File: config.mk
export PLATFORM = sky130hd
export DESIGN_NAME = line_cycle_energy_gain_cal
export DESIGN_NICKNAME = d
export VERILOG_FILES = /design/src/verilog/energy_cal_pkg.sv /design/src/verilog/pulse_link_if.sv /design/src/verilog/pulse_scaler.sv /design/src/verilog/line_cycle_energy_gain_cal.sv
export SDC_FILE = /design/constraint.sdc
export NUM_CORES = 2
export LEC_CHECK = 0
export BUFFER_PORTS_ARGS = -buffer_cell sky130_fd_sc_hd__buf_2
export CORE_ASPECT_RATIO = 1.1
export CORE_MARGIN = 5
export CORE_UTILIZATION = 45
export CTS_CLUSTER_SIZE = 28
export DETAILED_ROUTE_END_ITERATION = 16
export PLACE_DENSITY = 0.68
export SKIP_LAST_GASP = 1
export SYNTH_ARGS = -nofsm -noshare
export SYNTH_HDL_FRONTEND = slang
export SYNTH_SLANG_ARGS = --single-unit
File: constraint.sdc
create_clock -name clock -period 15.4 [get_ports clock]
set_clock_uncertainty 0.05 [all_clocks]
set_input_delay 3.08 -clock clock [delete_from_list [all_inputs] [get_ports clock]]
set_output_delay 3.08 -clock clock [all_outputs]
set_load 0.005 [all_outputs]
File: src/verilog/energy_cal_pkg.sv
//------------------------------------------------------------------------------
// Purpose: shared constants of the energy gain and pulse calibration block
// Assumes: 32-bit AHB-Lite register bus, 10 MHz clock
// Notes:   offsets are byte addresses of aligned words
//------------------------------------------------------------------------------
package energy_cal_pkg;
  // ---------------------------------------------------------------------------
  // register map
  // ---------------------------------------------------------------------------
  localparam logic [7:0] OFS_CONTROL      = 8'h00;
  localparam logic [7:0] OFS_FINE_GAIN    = 8'h04;
  localparam logic [7:0] OFS_ENERGY_DIV   = 8'h08;
  localparam logic [7:0] OFS_PULSE_NUM    = 8'h0C;
  localparam logic [7:0] OFS_PULSE_DEN    = 8'h10;
  localparam logic [7:0] OFS_HALF_CYCLES  = 8'h14;
  localparam logic [7:0] OFS_ACCUM_ACTIVE = 8'h18;
  localparam logic [7:0] OFS_LINE_ACTIVE  = 8'h1C;
  localparam logic [7:0] OFS_LINE_APPAR   = 8'h20;
  localparam logic [7:0] OFS_LINE_PERIOD  = 8'h24;
  localparam logic [7:0] OFS_IRQ_STATUS   = 8'h28;
  localparam logic [7:0] OFS_IRQ_MASK     = 8'h2C;
  // ---------------------------------------------------------------------------
  // fields and reset values
  // ---------------------------------------------------------------------------
  localparam int          BIT_LINE_MODE   = 0;
  localparam int          BIT_IRQ_LINE    = 0;
  localparam int          BIT_IRQ_PULSE   = 1;
  localparam int          IRQ_BITS        = 2;
  localparam logic [11:0] RST_PULSE_NUM   = 12'h03F;
  localparam logic [11:0] RST_PULSE_DEN   = 12'h03F;
  localparam logic [15:0] RST_HALF_CYCLES = 16'hFFFF;
  // ---------------------------------------------------------------------------
  // arithmetic and timing
  // ---------------------------------------------------------------------------
  localparam int          GAIN_SHIFT      = 12;   // gain step is 1/2^12
  localparam logic [13:0] GAIN_UNITY      = 14'h1000;
  localparam int          FRAC_BITS       = 16;   // sample fraction below lsb
  localparam int          PERIOD_PRESCALE = 8;    // period lsb in clocks
  localparam int          CLOCK_HZ        = 10_000_000;
  localparam int          PULSE_WIDTH_NS  = 1000;
  localparam int          PULSE_CYCLES    =
    (PULSE_WIDTH_NS * (CLOCK_HZ / 1_000_000)) / 1000;
endpackage : energy_cal_pkg

File: src/verilog/pulse_link_if.sv
//------------------------------------------------------------------------------
// Purpose: energy tick path from the accumulator to the pulse scaler
// Assumes: single clock domain
// Notes:   tick is one cycle per raw energy unit of either sign
//------------------------------------------------------------------------------
`timescale 1ns/100ps
interface pulse_link_if;
  logic        tick;       // one raw energy unit passed
  logic [11:0] numerator;  // pulse numerator setting
  logic [11:0] denominator;// pulse denominator setting
  logic        pulse;      // calibration pulse level
  logic        pulse_event;// one-cycle start of a pulse
  modport source (output tick, output numerator, output denominator,
                  input pulse, input pulse_event);
  modport scaler (input tick, input numerator, input denominator,
                  output pulse, output pulse_event);
endinterface : pulse_link_if

File: src/verilog/pulse_scaler.sv
//------------------------------------------------------------------------------
// Purpose: scale energy ticks by (numerator+1)/(denominator+1) into pulses
// Assumes: ticks come no faster than one per four clocks
// Notes:   pulse is stretched to a fixed width
//------------------------------------------------------------------------------
`timescale 1ns/100ps
module pulse_scaler
  import energy_cal_pkg::*;
(
  input  wire logic clock,
  input  wire logic sys_rst,
  pulse_link_if.scaler lnk
);
  logic [12:0] acc_q;
  logic [12:0] num_p1;
  logic [12:0] den_p1;
  logic [12:0] sum;
  logic        fire;
  logic [15:0] width_q;

  // fractional rate accumulator
  assign num_p1 = {1'b0, lnk.numerator} + 13'h0001;
  assign den_p1 = {1'b0, lnk.denominator} + 13'h0001;
  assign sum    = lnk.tick ? acc_q + num_p1 : acc_q;
  assign fire   = sum >= den_p1;

  // remainder is carried so the long-run rate is exact
  always_ff @(posedge clock) begin
    if (sys_rst) begin
      acc_q <= 13'h0000;
    end else if (fire) begin
      acc_q <= sum - den_p1;
    end else begin
      acc_q <= sum;
    end
  end

  // stretch each pulse, retrigger extends it
  always_ff @(posedge clock) begin
    if (sys_rst) begin
      width_q         <= 16'h0000;
      lnk.pulse       <= 1'b0;
      lnk.pulse_event <= 1'b0;
    end else begin
      lnk.pulse_event <= fire;
      if (fire) begin
        width_q   <= 16'(PULSE_CYCLES);
        lnk.pulse <= 1'b1;
      end else if (width_q > 16'h0001) begin
        width_q <= width_q - 16'h0001;
      end else begin
        width_q   <= 16'h0000;
        lnk.pulse <= 1'b0;
      end
    end
  end
endmodule : pulse_scaler

File: src/verilog/line_cycle_energy_gain_cal.sv
//------------------------------------------------------------------------------
// Purpose: fine gain, energy divider, pulse scaling, line-cycle accumulation
// Assumes: power samples arrive at most one per four clocks, magnitude below
//          two thirds of 2^FRAC_BITS; half_cycle_mark pulses at zero crossings
// Notes:   registers over AHB-Lite, zero wait state, OKAY response only
//------------------------------------------------------------------------------
//
// The implementer's own choices: the address map and the AHB-Lite register port.
`timescale 1ns/100ps
// Operation
// - one gain count moves energy and pulse rate by 0.0244 percent.
// - fine gain is signed twos complement, covering plus minus 50 percent.
// - after programmed half cycles, interrupt goes low and line energy readable.
// - first accumulation may be short; host discards it, later ones valid.
// - pulse rate scaled by numerator plus one over denominator plus one.
// - energy divider scales accumulated energy only, never the pulse output.
// - pulse and energy scale by one plus gain over 2 to the 12.
// - line period counts in units of eight clock periods.
module line_cycle_energy_gain_cal
  import energy_cal_pkg::*;
#(
  parameter int SAMPLE_W = 16
) (
  input  wire logic                clock,
  input  wire logic                sys_rst,
  input  wire logic                hsel,
  input  wire logic [31:0]         haddr,
  input  wire logic [1:0]          htrans,
  input  wire logic                hwrite,
  input  wire logic [2:0]          hsize,
  input  wire logic [31:0]         hwdata,
  input  wire logic                hready,
  output logic                     hreadyout,
  output logic                     hresp,
  output logic [31:0]              hrdata,
  input  wire logic                sample_valid,
  input  wire logic signed [SAMPLE_W-1:0] active_sample,
  input  wire logic [SAMPLE_W-1:0] apparent_sample,
  input  wire logic                half_cycle_mark,
  output logic                     calibration_pulse_out,
  output logic                     irq_n,
  output logic                     irq_oe
);
  // ---------------------------------------------------------------------------
  // declarations
  // ---------------------------------------------------------------------------
  logic                 line_mode_q;
  logic [11:0]          active_fine_gain_q;
  logic [7:0]           energy_divider_q;
  logic [15:0]          half_cycle_count_q;
  logic [IRQ_BITS-1:0]  irq_status_q;
  logic [IRQ_BITS-1:0]  irq_mask_q;
  logic [IRQ_BITS-1:0]  irq_set;
  logic                 wr_pend_q;
  logic [7:0]           wr_addr_q;
  logic                 take;
  logic [31:0]          rd_mux;
  logic signed [13:0]   gain_factor;
  logic signed [31:0]   gained;
  logic signed [31:0]   frac_sum;
  logic signed [31:0]   frac_q;
  logic                 up_tick;
  logic                 dn_tick;
  logic signed [8:0]    div_cnt_q;
  logic signed [8:0]    div_lim;
  logic                 e_up;
  logic                 e_dn;
  logic signed [23:0]   accumulated_active_energy_q;
  logic signed [23:0]   line_active_run_q;
  logic signed [23:0]   line_cycle_active_energy_q;
  logic [39:0]          line_appar_run_q;
  logic [23:0]          line_cycle_apparent_energy_q;
  logic [15:0]          half_seen_q;
  logic                 interval_end;
  logic [2:0]           presc_q;
  logic [15:0]          period_run_q;
  logic [15:0]          line_period_q;
  logic                 parity_q;
  pulse_link_if         lnk ();

  // ---------------------------------------------------------------------------
  // bus slave
  // ---------------------------------------------------------------------------
  assign take = hsel & htrans[1] & hready;

  // read mux, captured in the address phase
  always_comb begin
    rd_mux = 32'h0000_0000;
    case (haddr[7:0])
      OFS_CONTROL:      rd_mux[BIT_LINE_MODE] = line_mode_q;
      OFS_FINE_GAIN:    rd_mux = {{20{active_fine_gain_q[11]}},
                                  active_fine_gain_q};
      OFS_ENERGY_DIV:   rd_mux[7:0] = energy_divider_q;
      OFS_PULSE_NUM:    rd_mux[11:0] = lnk.numerator;
      OFS_PULSE_DEN:    rd_mux[11:0] = lnk.denominator;
      OFS_HALF_CYCLES:  rd_mux[15:0] = half_cycle_count_q;
      OFS_ACCUM_ACTIVE: rd_mux = {{8{accumulated_active_energy_q[23]}},
                                  accumulated_active_energy_q};
      OFS_LINE_ACTIVE:  rd_mux = {{8{line_cycle_active_energy_q[23]}},
                                  line_cycle_active_energy_q};
      OFS_LINE_APPAR:   rd_mux[23:0] = line_cycle_apparent_energy_q;
      OFS_LINE_PERIOD:  rd_mux[15:0] = line_period_q;
      OFS_IRQ_STATUS:   rd_mux[IRQ_BITS-1:0] = irq_status_q;
      OFS_IRQ_MASK:     rd_mux[IRQ_BITS-1:0] = irq_mask_q;
      default:          rd_mux = 32'h0000_0000;
    endcase
  end

  // address phase capture and response
  always_ff @(posedge clock) begin
    if (sys_rst) begin
      wr_pend_q <= 1'b0;
      wr_addr_q <= 8'h00;
      hrdata    <= 32'h0000_0000;
      hreadyout <= 1'b0;
      hresp     <= 1'b0;
    end else begin
      hreadyout <= 1'b1;
      hresp     <= 1'b0;
      wr_pend_q <= take & hwrite;
      if (take) begin
        wr_addr_q <= haddr[7:0];
      end
      if (take & ~hwrite) begin
        hrdata <= rd_mux;
      end
    end
  end

  // control registers written in the data phase
  always_ff @(posedge clock) begin
    if (sys_rst) begin
      line_mode_q        <= 1'b0;
      active_fine_gain_q <= 12'h000;
      energy_divider_q   <= 8'h00;
      lnk.numerator      <= RST_PULSE_NUM;
      lnk.denominator    <= RST_PULSE_DEN;
      half_cycle_count_q <= RST_HALF_CYCLES;
      irq_mask_q         <= '0;
    end else if (wr_pend_q) begin
      case (wr_addr_q)
        OFS_CONTROL:     line_mode_q        <= hwdata[BIT_LINE_MODE];
        OFS_FINE_GAIN:   active_fine_gain_q <= hwdata[11:0];
        OFS_ENERGY_DIV:  energy_divider_q   <= hwdata[7:0];
        OFS_PULSE_NUM:   lnk.numerator      <= hwdata[11:0];
        OFS_PULSE_DEN:   lnk.denominator    <= hwdata[11:0];
        OFS_HALF_CYCLES: half_cycle_count_q <= hwdata[15:0];
        OFS_IRQ_MASK:    irq_mask_q         <= hwdata[IRQ_BITS-1:0];
        default:         ;
      endcase
    end
  end

  // ---------------------------------------------------------------------------
  // interrupts
  // ---------------------------------------------------------------------------
  assign irq_set[BIT_IRQ_LINE]  = interval_end;
  assign irq_set[BIT_IRQ_PULSE] = lnk.pulse_event;

  // sticky status, write one to clear, a new event wins over the clear
  always_ff @(posedge clock) begin
    if (sys_rst) begin
      irq_status_q <= '0;
    end else if (wr_pend_q && wr_addr_q == OFS_IRQ_STATUS) begin
      irq_status_q <= (irq_status_q & ~hwdata[IRQ_BITS-1:0]) | irq_set;
    end else begin
      irq_status_q <= irq_status_q | irq_set;
    end
  end

  // open-drain request line, pulled low while an unmasked bit is set
  always_ff @(posedge clock) begin
    if (sys_rst) begin
      irq_n  <= 1'b1;
      irq_oe <= 1'b0;
    end else begin
      irq_n  <= ~|(irq_status_q & irq_mask_q);
      irq_oe <= |(irq_status_q & irq_mask_q);
    end
  end

  // ---------------------------------------------------------------------------
  // gain and raw energy ticks
  // ---------------------------------------------------------------------------
  // factor 4096+gain, signed 12-bit gain gives 2048..6143, i.e. 0.5x..1.5x
  assign gain_factor = $signed(GAIN_UNITY)
                     + $signed({{2{active_fine_gain_q[11]}},
                                active_fine_gain_q});
  assign gained   = sample_valid ? (32'(active_sample) * 32'(gain_factor))
                                   >>> GAIN_SHIFT : 32'sd0;
  assign frac_sum = frac_q + gained;
  assign up_tick  = frac_sum >=  $signed(32'(1 << FRAC_BITS));
  assign dn_tick  = frac_sum <= -$signed(32'(1 << FRAC_BITS));

  // fractional energy, at most one unit per sample
  always_ff @(posedge clock) begin
    if (sys_rst) begin
      frac_q <= 32'sd0;
    end else if (up_tick) begin
      frac_q <= frac_sum - $signed(32'(1 << FRAC_BITS));
    end else if (dn_tick) begin
      frac_q <= frac_sum + $signed(32'(1 << FRAC_BITS));
    end else begin
      frac_q <= frac_sum;
    end
  end

  // pulse path takes raw ticks, bypassing the energy divider
  assign lnk.tick = up_tick | dn_tick;

  pulse_scaler u_scaler (
    .clock   (clock),
    .sys_rst (sys_rst),
    .lnk     (lnk)
  );

  always_ff @(posedge clock) begin
    if (sys_rst) begin
      calibration_pulse_out <= 1'b0;
    end else begin
      calibration_pulse_out <= lnk.pulse;
    end
  end

  // ---------------------------------------------------------------------------
  // energy divider, divider 0 behaves as 1
  // ---------------------------------------------------------------------------
  assign div_lim = (energy_divider_q == 8'h00)
                 ? 9'sd1 : $signed({1'b0, energy_divider_q});
  assign e_up    = up_tick && (div_cnt_q + 9'sd1 >= div_lim);
  assign e_dn    = dn_tick && (div_cnt_q - 9'sd1 <= -div_lim);

  always_ff @(posedge clock) begin
    if (sys_rst) begin
      div_cnt_q <= 9'sd0;
    end else if (e_up || e_dn) begin
      div_cnt_q <= 9'sd0;
    end else if (up_tick) begin
      div_cnt_q <= div_cnt_q + 9'sd1;
    end else if (dn_tick) begin
      div_cnt_q <= div_cnt_q - 9'sd1;
    end
  end

  // running accumulated energy, wraps on overflow
  always_ff @(posedge clock) begin
    if (sys_rst) begin
      accumulated_active_energy_q <= 24'sd0;
    end else if (e_up) begin
      accumulated_active_energy_q <= accumulated_active_energy_q + 24'sd1;
    end else if (e_dn) begin
      accumulated_active_energy_q <= accumulated_active_energy_q - 24'sd1;
    end
  end

  // ---------------------------------------------------------------------------
  // line period and line-cycle accumulation
  // ---------------------------------------------------------------------------
  // period counted in eight-clock units between every second half-cycle mark
  always_ff @(posedge clock) begin
    if (sys_rst) begin
      presc_q       <= 3'd0;
      period_run_q  <= 16'h0000;
      line_period_q <= 16'h0000;
      parity_q      <= 1'b0;
    end else begin
      presc_q <= presc_q + 3'd1;
      if (half_cycle_mark) begin
        parity_q <= ~parity_q;
      end
      if (half_cycle_mark && parity_q) begin
        line_period_q <= period_run_q;
        period_run_q  <= 16'h0000;
      end else if (presc_q == 3'(PERIOD_PRESCALE - 1)
                   && period_run_q != 16'hFFFF) begin
        period_run_q <= period_run_q + 16'h0001;
      end
    end
  end

  // counter is held at zero until line mode is set, which may fall mid half cycle, so the first interval may be short
  assign interval_end = line_mode_q && half_cycle_mark
                        && (half_seen_q + 16'h0001 >= half_cycle_count_q);

  always_ff @(posedge clock) begin
    if (sys_rst) begin
      half_seen_q <= 16'h0000;
    end else if (!line_mode_q || interval_end) begin
      half_seen_q <= 16'h0000;
    end else if (half_cycle_mark) begin
      half_seen_q <= half_seen_q + 16'h0001;
    end
  end

  // line energies latch at interval end and restart from zero
  always_ff @(posedge clock) begin
    if (sys_rst) begin
      line_active_run_q            <= 24'sd0;
      line_cycle_active_energy_q   <= 24'sd0;
      line_appar_run_q             <= 40'h00_0000_0000;
      line_cycle_apparent_energy_q <= 24'h00_0000;
    end else if (interval_end) begin
      line_cycle_active_energy_q   <= line_active_run_q
                                      + (e_up ? 24'sd1 : 24'sd0)
                                      - (e_dn ? 24'sd1 : 24'sd0);
      line_cycle_apparent_energy_q <= line_appar_run_q[FRAC_BITS +: 24];
      line_active_run_q            <= 24'sd0;
      line_appar_run_q             <= 40'h00_0000_0000;
    end else begin
      if (e_up) begin
        line_active_run_q <= line_active_run_q + 24'sd1;
      end else if (e_dn) begin
        line_active_run_q <= line_active_run_q - 24'sd1;
      end
      if (sample_valid) begin
        line_appar_run_q <= line_appar_run_q + 40'(apparent_sample);
      end
    end
  end
endmodule : line_cycle_energy_gain_cal

==> out/metrics.json <==
{
  "outcome": "finished clean",
  "routed-via-count": 27685,
  "grt_setup_unrepaired": "yes",
  "globalplace.congestion": 0.911,
  "ys_ff_latch": 363,
  "worst_hold_path_type": "reg -> reg",
  "cts_inserted_buffers": 44,
  "filler_cell_count": 6580,
  "postSynthAreaPerCell_um2": 8.14,
  "initial_utilization": 0.452,
  "clock_tree.buffer_depth": 3,
  "layout_min_cycle_time_ns": 14.56,
  "antenna_violating_nets_post_route": 0,
  "remaining_drc_errors": 0,
  "via_per_inst": 5.65,
  "power.share.clock": 0.189,
  "detailedRoute.firstPassIterationCount": 9,
  "cts_sinks": 363,
  "cts_setup_buffers": 0,
  "number_of_instances_resized_during_post_cts_repair": 0,
  "first_pass_grt_wire_length_um": 139000,
  "cts_hold_buffers": 0,
  "postPlaceCellArea_um2": 33200,
  "boundaryPins": 145,
  "port_buffers": 99,
  "synth_flop_cell": "sky130_fd_sc_hd__dfxtp_1",
  "synth_edf_count": 0,
  "critPathCaptureType": "register",
  "critical_path_peak_fanout": 14,
  "grt_pass1_vias": 26599,
  "cts.clk_slew.worst_paths_ns": 0.05,
  "clkLatencyLatePin_ns": 0.62,
  "irDropWorstVdd_mv": 0.212,
  "power_switching_mw": 2.66,
  "total_of_warnings_raised_by_yosys": 0,
  "number_of_distinct_library_cell_variants_in_the_gate_level_netlist_after_synthesis": 95,
  "post_drt_wl_per_cell_um": 17.5,
  "postLayoutCellArea_um2": 34900,
  "worst_path_max_delay_cell": "sky130_fd_sc_hd__fa_1",
  "timing.critical_path.required_ns": 15.80,
  "timing.final.max_slew_violations": 0,
  "power.static_leakage_nw": 15.2,
  "synth.yosys.seq_area_share": 0.234,
  "max_cap_viol_count": 0,
  "startpoint_type": "input port",
  "worst-slew-pin-transition_ns": 1.17,
  "antenna_found_initial": 1,
  "dieArea_um2": 74500,
  "timing.reg2reg.setup_slack_ns": 2.66,
  "drtIter0Drc": 1869,
  "global_route.overflow_total": 0,
  "clock_tree.htree_level_count": 2,
  "die_width_um": 261,
  "setup_viol_count_final": 0,
  "crit_path_frequent_cell": "sky130_fd_sc_hd__fa_1",
  "tritoncts": "done",
  "core_area_um2": 68700,
  "power.internal_mw": 3.53,
  "power.share.combinational": 0.620,
  "syn_inst": 3821,
  "maxSlewHeadroom": 0.207,
  "timing.fmax_mhz": 68.7,
  "cp_slowest_stage_delay_ns": 0.54,
  "fin_nets": 4503,
  "sw_frac_of_total": 0.430,
  "chipHeight_um": 286,
  "totalWireLength_um": 85800,
  "num_rows": 101,
  "pin_count_of_the_biggest_net_entering_global_routing": 81,
  "hold_ws_ns": 0.378,
  "final_min_period_over_clock_period": 0.945,
  "async_flop_share": 0,
  "place_hpwl_um": 64700,
  "cts_root_buf": "sky130_fd_sc_hd__clkbuf_16",
  "critical_path_arrival_ns": 14.95,
  "gr-usage-all-layers": 0.226,
  "critical_path_class": "in -> reg",
  "pwr_per_cell_area_nw_per_um2": 177,
  "synth_area_um2": 31100,
  "area_delta_synth_final_pct": 12.3,
  "drive_above_1_share": 0.104,
  "power.sequential.fraction": 0.191,
  "final_hold_viol_count": 0
}
[worst paths after layout]
path	end	start	cells after the start
hold reg to reg	presc_q[0]	presc_q[0]	1
hold / removal	presc_q[0]	presc_q[0]	1
setup reg to reg	accumulated_active_energy_q[23]	active_fine_gain_q[10]	46
setup / recovery	accumulated_active_energy_q[23]	active_sample[8]	49
[cell type report]
cell class	instances	area (µm²)	area share
well taps	927	1160	0.0332
inverters	335	1260	0.0360
multi-input cells	2935	21900	0.627
clock inverters	28	415	0.0119
diodes	1	2.50	0.0000717
repair buffers	253	1700	0.0487
clock buffers	54	1210	0.0346
flip-flops and latches	363	7270	0.208
[sequential cells by signal, summed over array words and instances, names as in the netlist, 16 cells and up]
register / count
half_cycle_count_q: 16
period_run_q: 16
line_active_run_q: 24
line_cycle_active_energy_q: 24
line_appar_run_q: 40
line_cycle_apparent_energy_q: 24
line_period_q: 16
hrdata: 25
accumulated_active_energy_q: 24
frac_q: 32
half_seen_q: 16
u_scaler.width_q: 16
[synth_stat cells, types with 16 or more instances]
cell	count	share of area
sky130_fd_sc_hd__a211oi_1	30	0.0072
sky130_fd_sc_hd__a21boi_0	17	0.0041
sky130_fd_sc_hd__a21o_1	60	0.014
sky130_fd_sc_hd__a21oi_1	288	0.046
sky130_fd_sc_hd__a22oi_1	16	0.0039
sky130_fd_sc_hd__and2_1	99	0.020
sky130_fd_sc_hd__and3_1	64	0.013
sky130_fd_sc_hd__clkbuf_1	157	0.019
sky130_fd_sc_hd__dfxtp_1	363	0.23
sky130_fd_sc_hd__fa_1	194	0.12
sky130_fd_sc_hd__ha_1	269	0.11
sky130_fd_sc_hd__inv_1	333	0.040
sky130_fd_sc_hd__mux2_2	19	0.0069
sky130_fd_sc_hd__mux2i_1	67	0.022
sky130_fd_sc_hd__nand2_1	488	0.059
sky130_fd_sc_hd__nand2b_1	23	0.0046
sky130_fd_sc_hd__nand3_1	110	0.018
sky130_fd_sc_hd__nand4_1	52	0.010
sky130_fd_sc_hd__nor2_1	268	0.032
sky130_fd_sc_hd__nor2b_1	30	0.0060
sky130_fd_sc_hd__nor3_1	95	0.015
sky130_fd_sc_hd__nor4_1	26	0.0052
sky130_fd_sc_hd__o211ai_1	31	0.0075
sky130_fd_sc_hd__o21a_1	27	0.0065
sky130_fd_sc_hd__o21ai_0	134	0.022
sky130_fd_sc_hd__o31ai_1	30	0.0072
sky130_fd_sc_hd__or3_1	32	0.0064
sky130_fd_sc_hd__xnor2_1	124	0.035
sky130_fd_sc_hd__xor2_1	75	0.021
[layout by cell type, fill, tap and decap left out, drive strengths merged, types with 112 or more instances in the layout]
| cell type | instances |
|---|---|
| a21oi | 288 |
| buf | 253 |
| dfxtp | 363 |
| fa | 194 |
| ha | 269 |
| inv | 337 |
| nand2 | 488 |
| nand3 | 112 |
| nor2 | 269 |
| o21ai | 143 |
| xnor2 | 124 |
[kinds of logic after synthesis]
group,count (synthesis),share of synthesized area
and+or+nand+nor,1357,0.208
xor gates and xnor gates,201,0.0576
muxes,89,0.0300
DFF,363,0.234
other,1,0.000121
AOI/OAI and AO/OA,823,0.173
adders and majority gates,463,0.233
buffers and inverters,524,0.0648
[power by group through the flow]
stage | Combinational [mW] | Clock, mW | Sequential [mW]
3_5_place_dp | 3.79 | 0 | 1.20
3_3_place_gp | 3.73 | 0 | 1.20
5_1_grt | 4.27 | 1.23 | 1.19
2_1_floorplan | 2.75 | 0 | 1.15
4_1_cts | 3.82 | 1.19 | 1.18
6_report | 3.84 | 1.17 | 1.18
[through the flow]
step	setup slack [ns]	cells	setup TNS (ns)	utilization	total power, mW
after floorplan	0.107	3822	0	-	3.90
after global placement	0.0417	4813	0	0.483	4.93
after detailed placement	-0.0340	4813	-0.235	0.483	4.99
after CTS	0.518	4895	0	0.507	6.19
after global routing	-0.0248	4896	-0.0974	0.508	6.69
final	0.844	4896	0	0.508	6.18
[layer usage]
metal | routed length, µm | global-route usage | share of wire | up-vias
li1 | - | - | - | 13451
met5 | 0 | 0 | 0 | -
met1 | 36800 | 0.296 | 0.43 | 13267
met3 | 4860 | 0.0301 | 0.057 | 159
met4 | 3090 | 0.0769 | 0.036 | 0
met2 | 41100 | 0.385 | 0.48 | 808
[worst max-delay path, delay by kind of cell]
| family | cells | cell delay, ns |
|---|---|---|
| AOI/OAI and AO/OA | 19 | 4.10 |
| adders and majority gates | 9 | 4.05 |
| and+or+nand+nor | 14 | 2.68 |
| buffers and inverters | 6 | 0.86 |
| xor gates and xnor gates | 1 | 0.15 |
Power figures use the tool's default switching activity.
